## config.mk

```make
export PLATFORM = sky130hd
export DESIGN_NAME = swkcfg_top
export DESIGN_NICKNAME = d
export VERILOG_FILES = /design/src/logic/swkcfg_pkg.sv /design/src/logic/swkcfg_top.sv /design/src/logic/swkcfg_spi.sv
export SDC_FILE = /design/constraint.sdc
export NUM_CORES = 1
export LEC_CHECK = 0
export ABC_AREA = 1
export BUFFER_PORTS_ARGS = -buffer_cell sky130_fd_sc_hd__buf_2
export CORE_MARGIN = 3
export CORE_UTILIZATION = 58
export DETAILED_ROUTE_END_ITERATION = 16
export PLACE_DENSITY = 0.79
export SLEW_MARGIN = 20
export SYNTH_ARGS = -nofsm -noshare
export SYNTH_HDL_FRONTEND = slang
export SYNTH_SLANG_ARGS = --single-unit
```

## constraint.sdc

```tcl
create_clock -name clk -period 2.1 [get_ports clk]
set_input_delay 0.315 -clock clk [delete_from_list [all_inputs] [get_ports clk]]
set_output_delay 0.315 -clock clk [all_outputs]
set_load 0.05 [all_outputs]
```

## src/logic/swkcfg_pkg.sv

```systemverilog
/*
  constants of the selective-wake configuration bank: offsets, field positions,
  reset values, write masks and the serial port frame layout.
  assumes a single 100 MHz clock and the 16-bit serial configuration port.
*/
package swkcfg_pkg;
  // ****************************************
  // register offsets
  // ****************************************
  localparam logic [6:0] ADDR_CTRL = 7'h20;
  localparam logic [6:0] ADDR_QUANTA = 7'h21;
  localparam logic [6:0] ADDR_SAMPLE = 7'h22;
  localparam logic [6:0] ADDR_ID3 = 7'h23;
  localparam logic [6:0] ADDR_ID2 = 7'h24;
  localparam logic [6:0] ADDR_ID1 = 7'h25;
  localparam logic [6:0] ADDR_ID0 = 7'h26;
  localparam logic [6:0] ADDR_MASK3 = 7'h27;
  localparam logic [6:0] ADDR_MASK2 = 7'h28;
  localparam logic [6:0] ADDR_RXOPT = 7'h35;
  // ****************************************
  // field positions and write masks
  // ****************************************
  localparam int CTRL_CFG_VALID = 0;
  localparam int CTRL_TO_GATE = 4;
  localparam int CTRL_TRIM_LO = 5;
  localparam int CTRL_TRIM_HI = 6;
  localparam int CTRL_CAL_EN = 7;
  localparam int ID0_RTR = 1;
  localparam int ID0_IDE = 0;
  localparam logic [1:0] TRIM_UNLOCK = 2'h3;
  localparam logic [7:0] CTRL_WMASK = 8'hf1;
  localparam logic [7:0] CTRL_KEEP_RESTART = 8'hf0;
  localparam logic [7:0] SAMPLE_WMASK = 8'h3f;
  localparam logic [7:0] ID0_WMASK = 8'h7f;
  localparam logic [7:0] RXOPT_WMASK = 8'h01;
  // ****************************************
  // reset values
  // ****************************************
  localparam logic [7:0] RST_CTRL = 8'h00;
  localparam logic [7:0] RST_QUANTA = 8'ha0;
  localparam logic [7:0] RST_SAMPLE = 8'h33;
  localparam logic [7:0] RST_IDENT = 8'h00;
  localparam logic [7:0] RST_RXOPT = 8'h00;
  // ****************************************
  // serial frame layout, lsb first
  // ****************************************
  localparam logic [3:0] SPI_WR_BIT = 4'h7;
  localparam logic [3:0] SPI_LAST_BIT = 4'hf;
  localparam logic [3:0] SPI_DATA_FIRST = 4'h8;
  typedef enum logic [1:0] {
    SPI_IDLE = 2'b01,
    SPI_SHIFT = 2'b10
  } swkcfg_spi_e;
endpackage

```

## src/logic/swkcfg_top.sv

```systemverilog
/*
  selective-wake configuration bank with identifier compare and time-out gating.
  assumes frame decoder supplies decoded identifiers, host uses the serial port.
*/
`timescale 1ns/100ps
module swkcfg_top (
  input wire logic clk,
  input wire logic nrst,
  input wire logic sck,
  input wire logic csN,
  input wire logic mosi,
  output logic miso,
  output logic misoOe,
  input wire logic softReset,
  input wire logic restart,
  input wire logic wakeEvent,
  input wire logic selWakeMode,
  input wire logic normalOrStop,
  input wire logic canTimeoutEvent,
  input wire logic canTransmitInput,
  input wire logic rxValid,
  input wire logic [28:0] rxIdent,
  input wire logic rxIde,
  input wire logic rxRtr,
  output logic selectiveWakeEnable,
  output logic oscCalibrationEnable,
  output logic recalUnlocked,
  output logic [7:0] receiverOption,
  output logic [7:0] bitTimeQuantaCount,
  output logic [5:0] samplePointFraction,
  output logic canTimeoutFlag,
  output logic canTimeoutIrq,
  output logic trimRefEdge,
  output logic identMatch
);
  // ****************************************
  // helpers
  // ****************************************
  function automatic logic idCompare(input logic [28:0] cfg, input logic [28:0] msk,
    input logic [28:0] rx, input logic ide);
    logic [28:0] cmpBits;
    cmpBits = ide ? msk : (msk & {11'h7ff, 18'h00000});
    return ~|(cmpBits & (cfg ^ rx));
  endfunction
  function automatic logic isConfigAddr(input logic [6:0] a);
    return (a >= swkcfg_pkg::ADDR_QUANTA) && (a <= swkcfg_pkg::ADDR_MASK2);
  endfunction
  // ****************************************
  // serial port
  // ****************************************
  logic [6:0] spiAddr;
  logic [7:0] spiWrData;
  logic spiWr;
  logic [7:0] rdData_r;
  swkcfg_spi uSpi (
    .clk(clk),
    .nrst(nrst),
    .sck(sck),
    .csN(csN),
    .mosi(mosi),
    .miso(miso),
    .misoOe(misoOe),
    .rdData(rdData_r),
    .addr(spiAddr),
    .wrData(spiWrData),
    .wrStrobe(spiWr)
  );
  // ****************************************
  // control register
  // ****************************************
  logic [7:0] ctrl_r;
  logic [7:0] ctrl_nxt;
  logic ctrlWr;
  logic cfgWr;
  logic unlocked;
  assign ctrlWr = spiWr && spiAddr == swkcfg_pkg::ADDR_CTRL;
  assign cfgWr = spiWr && isConfigAddr(spiAddr);
  assign unlocked = ctrl_r[swkcfg_pkg::CTRL_TRIM_HI:swkcfg_pkg::CTRL_TRIM_LO] == swkcfg_pkg::TRIM_UNLOCK;
  always_comb
  begin
    ctrl_nxt = ctrl_r;
    if (ctrlWr) ctrl_nxt = spiWrData & swkcfg_pkg::CTRL_WMASK;
    // data change or wake clears the valid bit, but a same-cycle set wins
    if ((wakeEvent || cfgWr) && !(ctrlWr && spiWrData[swkcfg_pkg::CTRL_CFG_VALID]))
      ctrl_nxt[swkcfg_pkg::CTRL_CFG_VALID] = 1'b0;
    if (restart) ctrl_nxt = ctrl_r & swkcfg_pkg::CTRL_KEEP_RESTART;
    if (softReset) ctrl_nxt = swkcfg_pkg::RST_CTRL;
  end
  always_ff @(posedge clk or negedge nrst)
  begin
    if (!nrst) ctrl_r <= swkcfg_pkg::RST_CTRL;
    else ctrl_r <= ctrl_nxt;
  end
  // ****************************************
  // bit timing, identifier and mask registers
  // ****************************************
  logic [7:0] quanta_r;
  logic [7:0] sample_r;
  logic [7:0] id3_r;
  logic [7:0] id2_r;
  logic [7:0] id1_r;
  logic [7:0] id0_r;
  logic [7:0] mask3_r;
  logic [7:0] mask2_r;
  always_ff @(posedge clk or negedge nrst)
  begin
    if (!nrst)
    begin
      quanta_r <= swkcfg_pkg::RST_QUANTA;
      sample_r <= swkcfg_pkg::RST_SAMPLE;
      id3_r <= swkcfg_pkg::RST_IDENT;
      id2_r <= swkcfg_pkg::RST_IDENT;
      id1_r <= swkcfg_pkg::RST_IDENT;
      id0_r <= swkcfg_pkg::RST_IDENT;
      mask3_r <= swkcfg_pkg::RST_IDENT;
      mask2_r <= swkcfg_pkg::RST_IDENT;
    end
    else if (softReset)
    begin
      quanta_r <= swkcfg_pkg::RST_QUANTA;
      sample_r <= swkcfg_pkg::RST_SAMPLE;
      id3_r <= swkcfg_pkg::RST_IDENT;
      id2_r <= swkcfg_pkg::RST_IDENT;
      id1_r <= swkcfg_pkg::RST_IDENT;
      id0_r <= swkcfg_pkg::RST_IDENT;
      mask3_r <= swkcfg_pkg::RST_IDENT;
      mask2_r <= swkcfg_pkg::RST_IDENT;
    end
    else if (spiWr)
    begin
      if (spiAddr == swkcfg_pkg::ADDR_QUANTA) quanta_r <= spiWrData;
      else if (spiAddr == swkcfg_pkg::ADDR_SAMPLE) sample_r <= spiWrData & swkcfg_pkg::SAMPLE_WMASK;
      else if (spiAddr == swkcfg_pkg::ADDR_ID3) id3_r <= spiWrData;
      else if (spiAddr == swkcfg_pkg::ADDR_ID2) id2_r <= spiWrData;
      else if (spiAddr == swkcfg_pkg::ADDR_ID1) id1_r <= spiWrData;
      else if (spiAddr == swkcfg_pkg::ADDR_ID0) id0_r <= spiWrData & swkcfg_pkg::ID0_WMASK;
      else if (spiAddr == swkcfg_pkg::ADDR_MASK3) mask3_r <= spiWrData;
      else if (spiAddr == swkcfg_pkg::ADDR_MASK2) mask2_r <= spiWrData;
    end
  end
  // ****************************************
  // receiver option, writable only while unlocked
  // ****************************************
  logic [7:0] rxOpt_r;
  always_ff @(posedge clk or negedge nrst)
  begin
    if (!nrst) rxOpt_r <= swkcfg_pkg::RST_RXOPT;
    else if (softReset) rxOpt_r <= swkcfg_pkg::RST_RXOPT;
    else if (spiWr && spiAddr == swkcfg_pkg::ADDR_RXOPT && unlocked)
      rxOpt_r <= spiWrData & swkcfg_pkg::RXOPT_WMASK;
  end
  // ****************************************
  // read mux, registered; unmapped reads return zero
  // ****************************************
  always_ff @(posedge clk or negedge nrst)
  begin
    if (!nrst) rdData_r <= 8'h00;
    else if (spiAddr == swkcfg_pkg::ADDR_CTRL) rdData_r <= ctrl_r & swkcfg_pkg::CTRL_WMASK;
    else if (spiAddr == swkcfg_pkg::ADDR_QUANTA) rdData_r <= quanta_r;
    else if (spiAddr == swkcfg_pkg::ADDR_SAMPLE) rdData_r <= sample_r & swkcfg_pkg::SAMPLE_WMASK;
    else if (spiAddr == swkcfg_pkg::ADDR_ID3) rdData_r <= id3_r;
    else if (spiAddr == swkcfg_pkg::ADDR_ID2) rdData_r <= id2_r;
    else if (spiAddr == swkcfg_pkg::ADDR_ID1) rdData_r <= id1_r;
    else if (spiAddr == swkcfg_pkg::ADDR_ID0) rdData_r <= id0_r & swkcfg_pkg::ID0_WMASK;
    else if (spiAddr == swkcfg_pkg::ADDR_MASK3) rdData_r <= mask3_r;
    else if (spiAddr == swkcfg_pkg::ADDR_MASK2) rdData_r <= mask2_r;
    else if (spiAddr == swkcfg_pkg::ADDR_RXOPT) rdData_r <= rxOpt_r;
    else rdData_r <= 8'h00;
  end
  // ****************************************
  // time-out flag and interrupt gate
  // ****************************************
  always_ff @(posedge clk or negedge nrst)
  begin
    if (!nrst)
    begin
      canTimeoutFlag <= 1'b0;
    end
    else if (selWakeMode)
    begin
      // flag only moves in selective-wake mode, holds otherwise
      canTimeoutFlag <= canTimeoutEvent;
    end
  end
  always_ff @(posedge clk or negedge nrst)
  begin
    if (!nrst)
    begin
      canTimeoutIrq <= 1'b0;
    end
    else
    begin
      canTimeoutIrq <= canTimeoutEvent && selWakeMode && normalOrStop && ctrl_r[swkcfg_pkg::CTRL_TO_GATE];
    end
  end
  // ****************************************
  // calibration reference: synchronised transmit input, falling edge
  // ****************************************
  logic [2:0] txS_r;
  logic txF_r;
  always_ff @(posedge clk or negedge nrst)
  begin
    if (!nrst)
    begin
      txS_r <= 3'h7;
      txF_r <= 1'b1;
      trimRefEdge <= 1'b0;
    end
    else
    begin
      txS_r <= {txS_r[1:0], canTransmitInput};
      if (txS_r[1] == txS_r[2]) txF_r <= txS_r[2];
      trimRefEdge <= (txS_r[1] == txS_r[2]) && !txS_r[2] && txF_r && oscCalibrationEnable && recalUnlocked;
    end
  end
  // ****************************************
  // identifier compare and mode outputs
  // ****************************************
  logic [28:0] cfgId;
  logic [28:0] cfgMask;
  assign cfgId = {id3_r, id2_r, id1_r, id0_r[6:2]};
  assign cfgMask = {mask3_r, mask2_r, 13'h0000};
  always_ff @(posedge clk or negedge nrst)
  begin
    if (!nrst)
    begin
      identMatch <= 1'b0;
    end
    else
    begin
      identMatch <= rxValid && idCompare(cfgId, cfgMask, rxIdent, rxIde)
        && rxIde == id0_r[swkcfg_pkg::ID0_IDE] && rxRtr == id0_r[swkcfg_pkg::ID0_RTR];
    end
  end
  // mode outputs trail the control register by one cycle
  always_ff @(posedge clk or negedge nrst)
  begin
    if (!nrst)
    begin
      selectiveWakeEnable <= 1'b0;
      oscCalibrationEnable <= 1'b0;
      recalUnlocked <= 1'b0;
    end
    else
    begin
      selectiveWakeEnable <= ctrl_r[swkcfg_pkg::CTRL_CFG_VALID];
      oscCalibrationEnable <= ctrl_r[swkcfg_pkg::CTRL_CAL_EN];
      recalUnlocked <= unlocked;
    end
  end
  always_ff @(posedge clk or negedge nrst)
  begin
    if (!nrst)
    begin
      receiverOption <= swkcfg_pkg::RST_RXOPT;
      bitTimeQuantaCount <= swkcfg_pkg::RST_QUANTA;
      samplePointFraction <= swkcfg_pkg::RST_SAMPLE[5:0];
    end
    else
    begin
      receiverOption <= rxOpt_r;
      bitTimeQuantaCount <= quanta_r;
      samplePointFraction <= sample_r[5:0];
    end
  end
endmodule // swkcfg_top

```

## src/logic/swkcfg_spi.sv

```systemverilog
/*
  serial configuration port slave: 16-bit frames, address and write flag first.
  assumes asynchronous pins, sck much slower than clk.
*/
`timescale 1ns/100ps
module swkcfg_spi (
  input wire logic clk,
  input wire logic nrst,
  input wire logic sck,
  input wire logic csN,
  input wire logic mosi,
  output logic miso,
  output logic misoOe,
  input wire logic [7:0] rdData,
  output logic [6:0] addr,
  output logic [7:0] wrData,
  output logic wrStrobe
);
  // ****************************************
  // pin synchronisers, level taken once stages two and three agree
  // ****************************************
  logic [2:0] sckS_r, csS_r, mosiS_r;
  logic sckF_r, csF_r, mosiF_r;
  always_ff @(posedge clk or negedge nrst)
  begin
    if (!nrst)
    begin
      sckS_r <= 3'h0;
      csS_r <= 3'h7;
      mosiS_r <= 3'h0;
      sckF_r <= 1'b0;
      csF_r <= 1'b1;
      mosiF_r <= 1'b0;
    end
    else
    begin
      sckS_r <= {sckS_r[1:0], sck};
      csS_r <= {csS_r[1:0], csN};
      mosiS_r <= {mosiS_r[1:0], mosi};
      if (sckS_r[1] == sckS_r[2]) sckF_r <= sckS_r[2];
      if (csS_r[1] == csS_r[2]) csF_r <= csS_r[2];
      if (mosiS_r[1] == mosiS_r[2]) mosiF_r <= mosiS_r[2];
    end
  end
  logic sckRise, sckFall;
  assign sckRise = (sckS_r[1] == sckS_r[2]) && sckS_r[2] && !sckF_r;
  assign sckFall = (sckS_r[1] == sckS_r[2]) && !sckS_r[2] && sckF_r;
  // ****************************************
  // frame shifter
  // ****************************************
  swkcfg_pkg::swkcfg_spi_e state_r;
  logic [3:0] bitCnt_r;
  logic [15:0] rx_r;
  always_ff @(posedge clk or negedge nrst)
  begin
    if (!nrst)
    begin
      state_r <= swkcfg_pkg::SPI_IDLE;
      bitCnt_r <= 4'h0;
      rx_r <= 16'h0000;
      wrStrobe <= 1'b0;
      addr <= 7'h00;
      wrData <= 8'h00;
      miso <= 1'b0;
      misoOe <= 1'b0;
    end
    else
    begin
      wrStrobe <= 1'b0;
      misoOe <= !csF_r;
      case (state_r)
        swkcfg_pkg::SPI_IDLE:
        begin
          bitCnt_r <= 4'h0;
          miso <= 1'b0;
          if (!csF_r) state_r <= swkcfg_pkg::SPI_SHIFT;
        end
        swkcfg_pkg::SPI_SHIFT:
        begin
          if (csF_r) state_r <= swkcfg_pkg::SPI_IDLE;
          else if (sckRise)
          begin
            rx_r[bitCnt_r] <= mosiF_r;
            bitCnt_r <= bitCnt_r + 4'h1;
            if (bitCnt_r == swkcfg_pkg::SPI_WR_BIT) addr <= rx_r[6:0];
            // a frame cut short never writes
            if (bitCnt_r == swkcfg_pkg::SPI_LAST_BIT && rx_r[7])
            begin
              wrData <= {mosiF_r, rx_r[14:8]};
              wrStrobe <= 1'b1;
            end
          end
          else if (sckFall && bitCnt_r >= swkcfg_pkg::SPI_DATA_FIRST)
            miso <= rdData[3'(bitCnt_r - swkcfg_pkg::SPI_DATA_FIRST)];
        end
        default: state_r <= swkcfg_pkg::SPI_IDLE;
      endcase
    end
  end
endmodule // swkcfg_spi

```

==> reports/metrics.yaml <==
status: "finished clean"
power_frac_comb_pct: 10.0
required_ns: 2.41
rsz0062_at_grt: "no"
drt-initial-drc-count: 570
critPathBufInv: 3
die_w_um: 114
die_height_um: 114
diodes: 0
fin_nets: 852
synth-seq-cells: 152
cts.htree.levels: 4
synth.top_cell.area_share_pct: 48.8
ant_nets: 0
path_common_cell: "nor2_4"
fillers: 865
core_mm2: 0.0111
vdd_ir_drop_max_uv: 574
grt_pass1_wl_um: 26600
synth_warnings: 0
synth.distinct_cells: 47
powerDensity_mw_per_mm2: 861
p_int_mw: 4.95
drive_above_1_share_pct: 20.8
start_util_pct: 60.6
grt_max_degree: 59
overflow: 0
cp_max_fo: 8
routed_via_density: 5.76
clkTransAtPathRegs_ns: 0.06
cts_tree: "yes"
rows: 38
crit_slowest_cell: "dfstp_2"
clock_power_share_pct: 43.0
worst_pin_slew_ns: 0.758
min_period_ns: 1.90
port-buffer-count: 54
relSlewSlack_pct: 49.5
synth_ff_type: "dfrtp_1"
finalMaxSlewViolations: 0
gp_congestion: 0.929
netlist_area_mm2: 0.00671
power_frac_seq_pct: 47.0
syn_avg_cell_area_um2: 9.26
die_area_mm2: 0.0129
maxCapViolCount: 0
cts_setup_buffers: 0
synth_edf_count: 0
period_share_pct: 90.4
hold_viol_final: 0
clock_latency_ns: 0.42
max_freq_mhz: 527
regArea_mm2: 0.00383
wl_per_cell_um: 17.1
critPathTopFamily: "simple AND/OR/NAND/NOR gates"
syn2layout_area_growth_pct: 15.4
hold_class: "primary input to flip-flop"
cts_root_buffer: "clkbuf_16"
start_kind: "flip-flop"
antenna_found_initial: 0
crit_arrival_ns: 2.21
p_sw_mw: 1.73
clockBufferDepth: 2
grt_usage_pct: 26.9
critPathMaxStageDelay_ns: 0.37
ys_seq_area_share_pct: 57.0
synth_area_leaders: "dfrtp_1 49%, nand2_1 9.1%, dfstp_2 8.2%, o21ai_0 4.5%, nor2_1 3.5%"
finalSetupViolations: 0
remaining_drc_errors: 0
cts_sinks: 152
power.total_mw: 6.68
path_cells: "inv_1 > ha_1 > inv_2 > nor2_4 > nand2_4 > nor2_4 > nand2_2 > buf_4 > nor2_1 > a21oi_1"
grt_pass1_vias: 5221
syn_inst: 725
leakage_nw: 3.76
numCtsBuffers: 17
vias: 5484
wirelength_um: 16300
io_pins: 75
async_reset_ff_share_pct: 100
yosys.area.top_type: "dfrtp_1"
crit_type: "flip-flop to flip-flop"
drtPass1Iterations: 6
tns_ns: 0
multi_input_area_mm2: 0.00251
dp_hpwl_um: 11800
worstSetupEndpointType: "flip-flop"
swShare_pct: 25.9
final.setup_skew_ns: 0.00686
worst paths after layout:
path | slack (ns) | cells past startpoint | end | startpoint
setup / recovery | 0.20 | 10 | uSpi.addr[3]$_DFFE_PN0P_ | uSpi.state_r[0]$_DFFE_PN1P_
hold / removal | 0.09 | 2 | canTimeoutFlag$_DFFE_PN0P_ | selWakeMode
setup reg to reg | 0.20 | 10 | uSpi.addr[3]$_DFFE_PN0P_ | uSpi.state_r[0]$_DFFE_PN1P_
hold reg to reg | 0.35 | 0 | uSpi.sckS_r[1]$_DFF_PN0_ | uSpi.sckS_r[0]$_DFF_PN0_
max in group asynchronous | 0.98 | 3 | uSpi.rx_r[13]$_DFFE_PN0P_ | nrst
min in group asynchronous | 0.40 | 2 | uSpi.state_r[1]$_DFFE_PN0P_ | nrst
metal layers:
layer | track usage [%] | share of wire (%) | wire (um)
met1 | 37.5 | 42 | 6860
met2 | 41.6 | 46 | 7580
met3 | 5.99 | 8.9 | 1460
met4 | 10.5 | 2.6 | 427
met5 | 0 | 0 | 0
cells in the mapped netlist (6+ instances only):
| cell | count |
|---|---|
| nor3_1 | 7 |
| nand4_1 | 10 |
| nand2_2 | 6 |
| dfrtp_1 | 131 |
| a21oi_1 | 39 |
| o21ai_1 | 24 |
| nand2_1 | 163 |
| a31oi_1 | 16 |
| buf_2 | 6 |
| nor2_2 | 6 |
| inv_1 | 54 |
| dfstp_2 | 21 |
| buf_4 | 8 |
| nor2_1 | 62 |
| inv_2 | 11 |
| or2_2 | 9 |
| o21ai_0 | 61 |
| ha_1 | 9 |
| nand3_1 | 33 |
power by group through the flow:
stage               registers, mW  clock network [mW]  logic (mW)
detailed placement           3.19                   0       0.631
finish                       3.14                2.87       0.667
global placement             3.18                   0       0.594
CTS                          3.14                2.90       0.649
floorplan                    3.22                   0       0.386
global route                 3.15                3.02       0.747
registers in the layout, summed over array words and instances, names as in the netlist, 3 cells and up:
signal and count:
mask3_r 8, txS_r 3, id0_r 7, id2_r 8, uSpi.mosiS_r 3, uSpi.sckS_r 3
mask2_r 8, samplePointFraction 6, uSpi.wrData 8, id3_r 8, sample_r 6, rdData_r 8
uSpi.addr 7, id1_r 8, uSpi.bitCnt_r 4, uSpi.csS_r 3, ctrl_r 5, quanta_r 8
uSpi.rx_r 15, bitTimeQuantaCount 8
cells in the final DEF (no fill, tap or decap), types with 16 or more instances in the layout:
| master | synthesis | routed |
|---|---|---|
| nand2_1 | 163 | 163 |
| dfrtp_1 | 131 | 131 |
| nor2_1 | 62 | 61 |
| o21ai_0 | 61 | 61 |
| inv_1 | 54 | 54 |
| buf_2 | 6 | 53 |
| a21oi_1 | 39 | 38 |
| nand3_1 | 33 | 33 |
| o21ai_1 | 24 | 24 |
| dfstp_2 | 21 | 21 |
| clkbuf_16 | 0 | 17 |
| a31oi_1 | 16 | 16 |
stage by stage:
stage | instances | worst slack [ns] | hold slack [ns] | utilization, % | area (um2)
after global placement | 915 | 0.200 | 0.288 | 64.4 | 7130
final | 952 | 0.203 | 0.0943 | 70.0 | 7750
after detailed placement | 915 | 0.118 | 0.296 | 64.4 | 7130
after floorplan | 731 | 0.430 | 0.0194 | - | 6740
after global routing | 952 | 0.0300 | 0.117 | 70.0 | 7750
after CTS | 952 | 0.0890 | 0.0853 | 69.9 | 7740
kinds of logic (layout without fill, tap and decap cells):
kind of cell / after synthesis / count (layout) / share of synthesized area, %
AO/OA/AOI/OAI: 164 / 164 / 14.0
XOR/XNOR: 3 / 3 / 0.391
adder cells (fa/ha/maj): 11 / 11 / 1.98
buffers and inverters: 87 / 168 / 6.02
flip-flops: 152 / 152 / 57.0
multiplexers: 1 / 1 / 0.168
other: 1 / 7 / 0.0559
AND/OR/NAND/NOR: 306 / 306 / 20.3
timing repair:
item,4_1_cts,5_1_grt
endpoints found under the setup margin,0,3
hold buffers,5,0
hold endpoints to repair,39,0
resized for setup,0,2
area by class of cell:
type	count	area share (%)
sequential	152	49.4
tap	140	2.26
clock buffer	21	5.94
timing repair buffer	70	5.44
multi-input combinational	492	32.4
inverter	66	3.23
clock inverter	11	1.29
No activity file was read; power rests on OpenSTA's default activity.
